--- src/hw/mss_consts.svh ---
// constants for the motion sleep and self-test controller
// assumes a 200 MHz core clock and a byte-wide register port
`ifndef MSS_CONSTS_SVH
`define MSS_CONSTS_SVH
`define MSS_ADDR_RATE      8'h2c
`define MSS_ADDR_INTSRC    8'h30
`define MSS_ADDR_FORMAT    8'h31
`define MSS_RATE_LOWPWR    4
`define MSS_FMT_SELFTEST   7
`define MSS_SRC_ACT        4
`define MSS_SRC_INACT      3
`define MSS_SRC_DRDY       7
`define MSS_RATE_RST       8'h0a
`define MSS_FORMAT_RST     8'h00
`define MSS_CLK_HZ         200000000
`define MSS_BASE_HZ        3200
`define MSS_BASE_DIV       (`MSS_CLK_HZ / `MSS_BASE_HZ)
`define MSS_SLEEP_HZ       8
`endif

--- src/hw/mss_pkg.sv ---
// types for the motion sleep and self-test controller
// assumes the constants header is included by the users
package mss_pkg;
    typedef enum logic [1:0] {
        MSS_AWAKE_ARMED_INACT,
        MSS_AWAKE_ARMED_ACT,
        MSS_ASLEEP
    } mss_state_t;
endpackage

--- src/hw/mss_ctrl.sv ---
// Overview of operation
// - lower rates decimate one shared sample stream
// - activity compares full-rate undecimated samples
// - link: activity armed only after inactivity
// - no autosleep while activity event pending
// - reduced power keeps ready flag
// - sleep+autosleep+link: sleep on inactivity
// - sleep entry: inactivity off, activity on
// - wake on activity, restore rate, flag event
// - after activity: activity off, inactivity on
// - format bit 7 applies self-test stimulus
// - sleep readings 8,4,2,1 Hz by wake code
//
// control core: register port, activity/inactivity link, autosleep
// assumes a byte register port on the core clock and a full-rate
// activity/inactivity comparator result supplied by the sensing path
`timescale 1ns/1ps
`default_nettype none
`include "mss_consts.svh"
module mss_ctrl #(
    parameter int unsigned BASE_DIV = `MSS_BASE_DIV
) (
    input  wire logic       clock,
    input  wire logic       rst,
    input  wire logic       reg_wr,
    input  wire logic       reg_rd,
    input  wire logic [7:0] reg_addr,
    input  wire logic [7:0] reg_wdata,
    input  wire logic       link_en,
    input  wire logic       autosleep_en,
    input  wire logic       sleep_en,
    input  wire logic [1:0] wakeup_code,
    input  wire logic       over_thresh,
    input  wire logic       still_timeout,
    output logic [7:0]      reg_rdata,
    output logic            sample_stb,
    output logic            asleep,
    output logic            selftest_force,
    output logic            act_armed,
    output logic            inact_armed
);
    logic [7:0]  rate_r;
    logic [7:0]  rate_nxt;
    logic [7:0]  fmt_r;
    logic [7:0]  fmt_nxt;
    logic [7:0]  src_r;
    logic [7:0]  src_nxt;
    logic [7:0]  rdata_nxt;
    logic        act_pend;
    logic        inact_pend;
    logic [31:0] base_cnt_r;
    logic [31:0] base_cnt_nxt;
    logic        base_stb;
    logic        out_stb;
    logic [11:0] ratio;
    logic [11:0] sleep_ratio;
    logic        stb_nxt;
    logic        act_hit;
    logic        inact_hit;
    mss_pkg::mss_state_t st_r;
    mss_pkg::mss_state_t st_nxt;

    assign act_pend   = src_r[`MSS_SRC_ACT];
    assign inact_pend = src_r[`MSS_SRC_INACT];

    // one shared full-rate stream; all lower rates tap it
    always_comb begin
        base_cnt_nxt = base_cnt_r + 32'h1;
        base_stb     = 1'b0;
        if (base_cnt_r >= BASE_DIV - 1) begin
            base_cnt_nxt = 32'h0;
            base_stb     = 1'b1;
        end
    end

    // rate code n gives 3200 / 2^(15-n), codes below 6 as code 6; sleep uses 8>>code
    // slowest sleep code needs a ratio of 3200, hence 12 bits
    always_comb begin
        sleep_ratio = 12'h190 << wakeup_code;
        if (rate_r[3:0] >= 4'hf) begin
            ratio = 12'h001;
        end else if (rate_r[3:0] >= 4'h6) begin
            ratio = 12'(12'h001 << (4'hf - rate_r[3:0]));
        end else begin
            ratio = 12'h200;
        end
        if (st_r == mss_pkg::MSS_ASLEEP) begin
            ratio = sleep_ratio;
        end
    end

    mss_decim #(.WIDTH(12)) u_decim (
        .clock    (clock),
        .rst      (rst),
        .base_stb (base_stb),
        .ratio    (ratio),
        .out_stb  (out_stb)
    );

    // detectors judge the full-rate stream, not the output words
    assign act_hit   = base_stb && over_thresh && act_armed;
    assign inact_hit = base_stb && still_timeout && inact_armed;

    // link alternation and autosleep
    always_comb begin
        st_nxt = st_r;
        case (st_r)
            mss_pkg::MSS_AWAKE_ARMED_INACT: begin
                // pending activity blocks sleep entry
                if (inact_hit && link_en && !act_pend) begin
                    if (sleep_en && autosleep_en) begin
                        st_nxt = mss_pkg::MSS_ASLEEP;
                    end else begin
                        st_nxt = mss_pkg::MSS_AWAKE_ARMED_ACT;
                    end
                end else if (inact_hit && link_en) begin
                    st_nxt = mss_pkg::MSS_AWAKE_ARMED_ACT;
                end
            end
            mss_pkg::MSS_AWAKE_ARMED_ACT: begin
                if (act_hit || !link_en) begin
                    st_nxt = mss_pkg::MSS_AWAKE_ARMED_INACT;
                end
            end
            default: begin
                // wake restores configured rate
                if (act_hit || !link_en) begin
                    st_nxt = mss_pkg::MSS_AWAKE_ARMED_INACT;
                end
            end
        endcase
    end

    // register port; cause read clears, a new event wins the clear
    always_comb begin
        rate_nxt  = rate_r;
        fmt_nxt   = fmt_r;
        src_nxt   = src_r;
        rdata_nxt = reg_rdata;
        if (reg_wr && reg_addr == `MSS_ADDR_RATE) begin
            rate_nxt = reg_wdata;
        end else if (reg_wr && reg_addr == `MSS_ADDR_FORMAT) begin
            fmt_nxt = reg_wdata & 8'hef;
        end
        if (reg_rd) begin
            if (reg_addr == `MSS_ADDR_RATE) begin
                rdata_nxt = rate_r;
            end else if (reg_addr == `MSS_ADDR_INTSRC) begin
                rdata_nxt = src_r;
                src_nxt[`MSS_SRC_ACT]   = 1'b0;
                src_nxt[`MSS_SRC_INACT] = 1'b0;
            end else if (reg_addr == `MSS_ADDR_FORMAT) begin
                rdata_nxt = fmt_r;
            end else begin
                rdata_nxt = 8'h00;
            end
        end
        // ready flag works in reduced power as well
        src_nxt[`MSS_SRC_DRDY] = out_stb && st_r != mss_pkg::MSS_ASLEEP;
        if (act_hit) begin
            src_nxt[`MSS_SRC_ACT] = 1'b1;
        end
        if (inact_hit) begin
            src_nxt[`MSS_SRC_INACT] = 1'b1;
        end
        stb_nxt = out_stb;
    end

    always_ff @(posedge clock) begin
        if (rst) begin
            rate_r         <= `MSS_RATE_RST;
            fmt_r          <= `MSS_FORMAT_RST;
            src_r          <= 8'h00;
            reg_rdata      <= 8'h00;
            base_cnt_r     <= 32'h0;
            st_r           <= mss_pkg::MSS_AWAKE_ARMED_INACT;
            sample_stb     <= 1'b0;
            asleep         <= 1'b0;
            selftest_force <= 1'b0;
            act_armed      <= 1'b1;
            inact_armed    <= 1'b1;
        end else begin
            rate_r         <= rate_nxt;
            fmt_r          <= fmt_nxt;
            src_r          <= src_nxt;
            reg_rdata      <= rdata_nxt;
            base_cnt_r     <= base_cnt_nxt;
            st_r           <= st_nxt;
            sample_stb     <= stb_nxt;
            asleep         <= st_nxt == mss_pkg::MSS_ASLEEP;
            selftest_force <= fmt_nxt[`MSS_FMT_SELFTEST];
            // without link both detectors stay armed
            act_armed      <= !link_en ||
                              st_nxt != mss_pkg::MSS_AWAKE_ARMED_INACT;
            inact_armed    <= !link_en ||
                              st_nxt == mss_pkg::MSS_AWAKE_ARMED_INACT;
        end
    end

    property p_stim;
        @(posedge clock) disable iff (rst)
        (reg_wr && reg_addr == `MSS_ADDR_FORMAT)
            |=> (selftest_force == $past(reg_wdata[7]));
    endproperty
    a_stim: assert property (p_stim) else $error("stimulus bit mismatch");

    property p_nosleep_pend;
        @(posedge clock) disable iff (rst)
        (st_r != mss_pkg::MSS_ASLEEP && act_pend) |=> !asleep;
    endproperty
    a_nosleep_pend: assert property (p_nosleep_pend)
        else $error("slept with activity pending");

    property p_sleep_entry;
        @(posedge clock) disable iff (rst)
        (inact_hit && link_en && sleep_en && autosleep_en && !act_pend &&
         st_r == mss_pkg::MSS_AWAKE_ARMED_INACT)
            |=> asleep && act_armed && !inact_armed;
    endproperty
    a_sleep_entry: assert property (p_sleep_entry)
        else $error("autosleep entry wrong");

    property p_wake;
        @(posedge clock) disable iff (rst)
        (act_hit && st_r == mss_pkg::MSS_ASLEEP && link_en)
            |=> !asleep && src_r[`MSS_SRC_ACT] && inact_armed && !act_armed;
    endproperty
    a_wake: assert property (p_wake) else $error("wake sequence wrong");

    property p_link_arm;
        @(posedge clock) disable iff (rst)
        (link_en && $past(link_en) && st_r ==
         mss_pkg::MSS_AWAKE_ARMED_INACT) |-> !act_hit;
    endproperty
    a_link_arm: assert property (p_link_arm)
        else $error("activity armed before inactivity");

    property p_act_set;
        @(posedge clock) disable iff (rst)
        act_hit |=> src_r[`MSS_SRC_ACT];
    endproperty
    a_act_set: assert property (p_act_set) else $error("activity lost");
endmodule
`default_nettype wire

--- src/hw/mss_decim.sv ---
// decimator: one shared sample-strobe stream divided down to the output rate
// assumes base strobe is a one-cycle pulse from the same clock
`timescale 1ns/1ps
`default_nettype none
module mss_decim #(
    parameter int unsigned WIDTH = 10
) (
    input  wire logic             clock,
    input  wire logic             rst,
    input  wire logic             base_stb,
    input  wire logic [WIDTH-1:0] ratio,
    output logic                  out_stb
);
    logic [WIDTH-1:0] cnt_r;
    logic [WIDTH-1:0] cnt_nxt;
    logic             out_nxt;

    // taps off the common stream, never a separate sampling clock
    always_comb begin
        cnt_nxt = cnt_r;
        out_nxt = 1'b0;
        if (base_stb) begin
            if (cnt_r + WIDTH'(1) >= ratio) begin
                cnt_nxt = '0;
                out_nxt = 1'b1;
            end else begin
                cnt_nxt = cnt_r + WIDTH'(1);
            end
        end
    end

    always_ff @(posedge clock) begin
        if (rst) begin
            cnt_r   <= '0;
            out_stb <= 1'b0;
        end else begin
            cnt_r   <= cnt_nxt;
            out_stb <= out_nxt;
        end
    end
endmodule
`default_nettype wire

--- config.mk ---
export PLATFORM = sky130hd
export DESIGN_NAME = mss_ctrl
export DESIGN_NICKNAME = d
export VERILOG_FILES = /design/src/hw/mss_pkg.sv /design/src/hw/mss_ctrl.sv /design/src/hw/mss_decim.sv
export VERILOG_INCLUDE_DIRS = /design/src /design/src/hw
export SDC_FILE = /design/constraint.sdc
export NUM_CORES = 1
export LEC_CHECK = 0
export BUFFER_PORTS_ARGS = -buffer_cell sky130_fd_sc_hd__buf_2
export CORE_ASPECT_RATIO = 0.8
export CORE_MARGIN = 2
export CORE_UTILIZATION = 30
export CTS_CLUSTER_DIAMETER = 100
export DETAILED_ROUTE_END_ITERATION = 6
export PLACE_DENSITY = 0.47
export SYNTH_ARGS = -nofsm -noshare
export SYNTH_HDL_FRONTEND = slang
export SYNTH_SLANG_ARGS = --single-unit
--- constraint.sdc ---
create_clock -name clock -period 8.74 [get_ports clock]
set_input_delay 1.748 -clock clock [delete_from_list [all_inputs] [get_ports clock]]
set_output_delay 1.748 -clock clock [all_outputs]
set_load 0.02 [all_outputs]
After elaboration in Yosys (flattened, before gate mapping) --
Index checks and enable logic that the tools add are counted. Widths: inputs -> output; s select.
Storage, ports and cells: output and inout bits 13, input bits 27, RAM bits 0, bits in registers 77, latch bits 0, ROM bits 0, memories 0
Operators by class: reduce and logical (&&, ||, !) cells 27, bitwise logic cells 2, divide/modulo/power cells 0, mux-type cells 19, shift-type cells 2, equality and inequality tests 8, add/sub/neg operators 3, $lt $le $gt $ge 4, $mul 0
Operators with widths (number):
- $mux 12 | 4
- $add 32x1->32 const B | 1
- $ge 32x16->1 const B | 1
- $eq 8x6->1 const B | 3
- $mux 8 | 3
- $mux 2 | 8
- $add 12x1->12 const B | 1
- $ge 12x12->1 | 1
- $shl 1x4->12 const A | 1
- $shl 9x2->12 const A | 1
- $logic_and 1x1->1 | 10
- $reduce_bool 2->1 | 5
- $ne 2x2->1 const B | 3
- $reduce_and 3->1 | 2
- $eq 2x2->1 const B | 2
- $ge 4x3->1 const B | 1
- $ge 4x4->1 const B | 1
- $logic_not 2->1 | 2
- $mux 1 | 4
- $reduce_or 2->1 | 2
- $sub 4x4->4 const A | 1
- $logic_or 1x1->1 | 3
- $logic_not 1->1 | 2
- $not 1->1 | 2
- $reduce_and 2->1 | 1

Longest topological paths before layout --
depth after elaboration 10, depth in mapped cells 13, mapped depth without buffers 11

Hierarchy --
From an unflattened synthesis, not the netlist that was laid out.
Unflattened totals: cell total of the unflattened synthesis 404, area total of the unflattened synthesis 3508.4 um2
Modules (own cells, without submodules):
- mss_ctrl | area an instance 2502.4 um2, cells each 279, sequential area each 1281.2 um2, times used 1
- mss_decim | area an instance 1006.0 um2, cells each 125, sequential area each 260.2 um2, times used 1

Worst setup path after synthesis --
Ideal clock, no wire load.
kind in2reg, from input wakeup_code[0], to register u_decim.cnt_r[8], path buffers 1, data arrival time 3.936 ns, cell stages on the path 10, data required time 8.618 ns, setup slack 4.683 ns, cell sequence inv_1 -> ha_1 -> o22a_1 -> ha_1 -> nand4_1 -> a211o_1 -> a211oi_1 -> nor2_1 -> buf_6 -> a221o_1
On the way: longest elaborated chain between the ends 4
Ends and longest elaborated chain:
- start, declared | RTL line mss_ctrl.sv:32 | input wire logic [1:0] wakeup_code,
- $shl 9x2->12 | RTL line mss_ctrl.sv:79 | sleep_ratio = 12'h190 << wakeup_code;
- $mux 12 | RTL line mss_ctrl.sv:87 | if (st_r == mss_pkg::MSS_ASLEEP) begin
- $ge 12x12->1 | RTL line mss_decim.sv:23 | if (cnt_r + WIDTH'(1) >= ratio) begin
- $mux 12 | RTL line mss_decim.sv:23
- end signal, assigned | RTL line mss_decim.sv:37 | cnt_r <= cnt_nxt;
- end, declared | RTL line mss_decim.sv:14 | logic [WIDTH-1:0] cnt_r;
Every way passes these cells. A chain may end at the register's enable or synchronous reset.

Worst setup path after layout --
from input wakeup_code[1], to register u_decim.cnt_r[8]
The elaborated chain is that of the path after synthesis.

==> metrics.txt <==
Nets=474; vias in the first global route=2,659; setup violators final=0; Hold-fix buffers, CTS=0; RSZ-0062 raised after global routing=false; Core ar.=11,000 sq um; Initial DRT Pass Iterations=4; Max Fclk=0.226 GHz; Ys Warns=0; total CTS buffers=9; mux share of post-synthesis cell area=0.00330; DRC=0; power share of the combinational group=0.053; crit path DAT=4.66 ns; Seq pwr share=0.479; Seq/Total Area, Yosys=0.452; Setup WS pre-CTS=3.93 ns; Starting Density=0.311; Die Area=12,200 sq um; total negative slack=0 ns; IO Port Bufs=39; Crit. End Element=flop; initial antenna violation count=0; crit-path max FO=11; Final min period=4.43 ns; largest net degree at the start of global routing=36; Synth cell types=46; Rel. slew slack=0.390; Routed WL per cell=12.9 um; Worst Path Required=8.97 ns; Synth Area per Inst=8.88 sq um; P per Cell Area=190 nW/um^2; overall routed net length=7440 um; row count=34; Worst Hold Slack=0.454 ns; TritonCTS clock tree=built; Post-Syn Area=3410 sq um; clk buf depth=2; clock skew=0.00793 ns; critical path class=in2reg; run status=finished, final reports clean; DIE HEIGHT=99.4 um; final worst path period share=0.507; layout cells sized above 1=0.138; Worst VDD drop=0.0876 mV; fin worst setup slack=4.31 ns; via count=2,749; GP Congestion=0.764; first-pass GRT wire length=12,700 um; die extent in x=123 um; RR Endpoint=u_decim.cnt_r[8]; Yosys reg bits=77; Final Util=0.366; simple-gate area share of the yosys netlist=0.239; max cap viols=0; post-DP HPWL=5350 um; post-CTS sizing=0; xor/xnor share of the synthesized area=0.0591; Reg clk slew, reported paths=0.07 ns; Int Pwr=0.000572 W; Worst-Margin Slew=0.909 ns; post-route antenna net violation count=0; clock latency on the worst-skew pair=0.34 ns; fill count=1,153; root buffer cell=clkbuf_16; DP Cell Count=562; Final Hold Vio Count=0; Sink Count=77; Worst Reg-to-Reg Cells=8; Top Ports=40; adder-cell share of the synthesized area=0.0661; clock network power share=0.468; Post-Syn Instances=384; largest family of logic cells by synthesized area=simple AND/OR/NAND/NOR gates; Layout Cells excl Fill=578; via-per-instance ratio=4.76; antenna cell count=0; top cell type's share of synthesized area=0.452; synth top area cells=dfxtp_1 45%, ha_1 6.6%, nor2_1 5.3%, nand2_1 4.1%, nand3_1 4.0%; Slew Limit Fails=0; startpoint class of the critical path=input port; net switching power=0.000189 W; Hold Path Depth=2; cell taking the most area after synthesis=dfxtp_1; Worst R2R Start=st_r[1]; htree depth=3; Critical Path Start=wakeup_code[1]; DRT iter0 DRCs=181; area delta synth->final=17.9%; Synth Area in Compound Gates=0.138; Worst Hold Launch=rate_r[6]; total grt overflow=0; Net Sw Frac=0.248; R2R Setup Slk=5.08 ns; Pleak=1.54 nW; Hold/Removal Path Class=reg2reg; Post-CTS Setup Inserts=0; worst hold endpoint=rate_r[6]; total track usage=0.133
## worst max-delay path, cell delays in order
cell and delay [ns]:
buf_2 0.11, inv_1 0.07, ha_1 0.30, o22a_1 0.22, ha_1 0.30, nand4_1 0.09, a211o_1 0.29, a211oi_1 0.74
nor2_1 0.40, a221o_1 0.38
## flip-flops by register name, indices dropped and copies added, names as in the netlist
| register | count |
|---|---|
| base_cnt_r | 32 |
| u_decim.cnt_r | 12 |
| rate_r | 8 |
| reg_rdata | 8 |
| fmt_r | 7 |
| src_r | 3 |
| st_r | 2 |
| act_armed | 1 |
| asleep | 1 |
| inact_armed | 1 |
| sample_stb | 1 |
| u_decim.out_stb | 1 |
## cells by family after synthesis
| kind of cell | after synthesis |
|---|---|
| buf+inv | 28 |
| fa+ha+maj | 18 |
| other cells | 1 |
| xor+xnor | 23 |
| flops | 77 |
| compound gates | 67 |
| mux | 1 |
| simple gates | 169 |
## synthesized netlist by cell type (all sizes together)
| library cell | count |
|---|---|
| dfxtp | 77 |
| or2 | 1 |
| mux2 | 1 |
| a211oi | 13 |
| nand3b | 4 |
| nand2 | 37 |
| nand4 | 11 |
| a222oi | 2 |
| a211o | 1 |
| inv | 7 |
| nor4b | 2 |
| o21ai | 3 |
| nor2b | 2 |
| o211ai | 1 |
| or4 | 1 |
| o31ai | 1 |
| nor2 | 48 |
| and2b | 1 |
| xnor2 | 13 |
| a221o | 3 |
| a22oi | 7 |
| or3b | 1 |
| buf | 7 |
| nand3 | 27 |
| and3 | 6 |
| nand2b | 4 |
| ha | 18 |
| and2 | 4 |
| xor2 | 10 |
| conb | 1 |
| a21o | 1 |
| o41ai | 1 |
| nor4 | 6 |
| o21a | 1 |
| a21oi | 22 |
| o22a | 1 |
| nor3 | 12 |
| nor3b | 1 |
| a22o | 8 |
| or3 | 1 |
| clkbuf | 14 |
| a31oi | 2 |
## cells in the final DEF, fill, tap and decap left out, drive strengths merged, types with 11 or more instances in the layout
cell type  instances
nand3             27
a211oi            13
xnor2             13
nand4             11
buf               40
ha                18
nand2             37
a21oi             22
dfxtp             77
nor3              12
nor2              48
conb              16
## area by class of cell
cell class | instances | area [sq um] | share of cell area
timing repair buffer | 40 | 203 | 0.0504
sequential | 77 | 1540 | 0.384
clock inverter | 7 | 58.8 | 0.0146
multi-input combinational | 294 | 1780 | 0.444
tap | 144 | 180 | 0.0448
clock buffer | 9 | 225 | 0.0560
inverter | 7 | 26.3 | 0.00654
## power by group through the flow
stage / combinational, W / sequential [W] / clock [W]
5_1_grt: 0.0000455 / 0.000366 / 0.000384
4_1_cts: 0.0000406 / 0.000365 / 0.000366
3_5_place_dp: 0.0000404 / 0.000373 / 0
2_1_floorplan: 0.0000230 / 0.000375 / 0
3_3_place_gp: 0.0000401 / 0.000373 / 0
6_report: 0.0000403 / 0.000365 / 0.000356
## metal layers
layer / wire (um) / vias up / GRT usage
met5: 0 / - / 0
met4: 106 / 0 / 0.0463
met3: 293 / 8 / 0.0453
met2: 3220 / 39 / 0.194
met1: 3820 / 1266 / 0.184
li1: - / 1436 / -
## worst max-delay path by stage
stage | endpoint | cells past startpoint
2_1_floorplan | u_decim.cnt_r[8] | 10
3_3_place_gp | u_decim.cnt_r[5] | 10
3_5_place_dp | u_decim.cnt_r[6] | 10
4_1_cts | u_decim.cnt_r[8] | 10
5_1_grt | u_decim.cnt_r[8] | 10
6_report | u_decim.cnt_r[8] | 10
## stage by stage
| stage | cell area (sq um) | total power [W] |
|---|---|---|
| 2_1_floorplan | 3470 | 0.000398 |
| 3_3_place_gp | 3730 | 0.000413 |
| 3_5_place_dp | 3730 | 0.000413 |
| 4_1_cts | 4020 | 0.000772 |
| 5_1_grt | 4020 | 0.000795 |
| 6_report | 4020 | 0.000762 |
(Power assumes the default switching activity.)
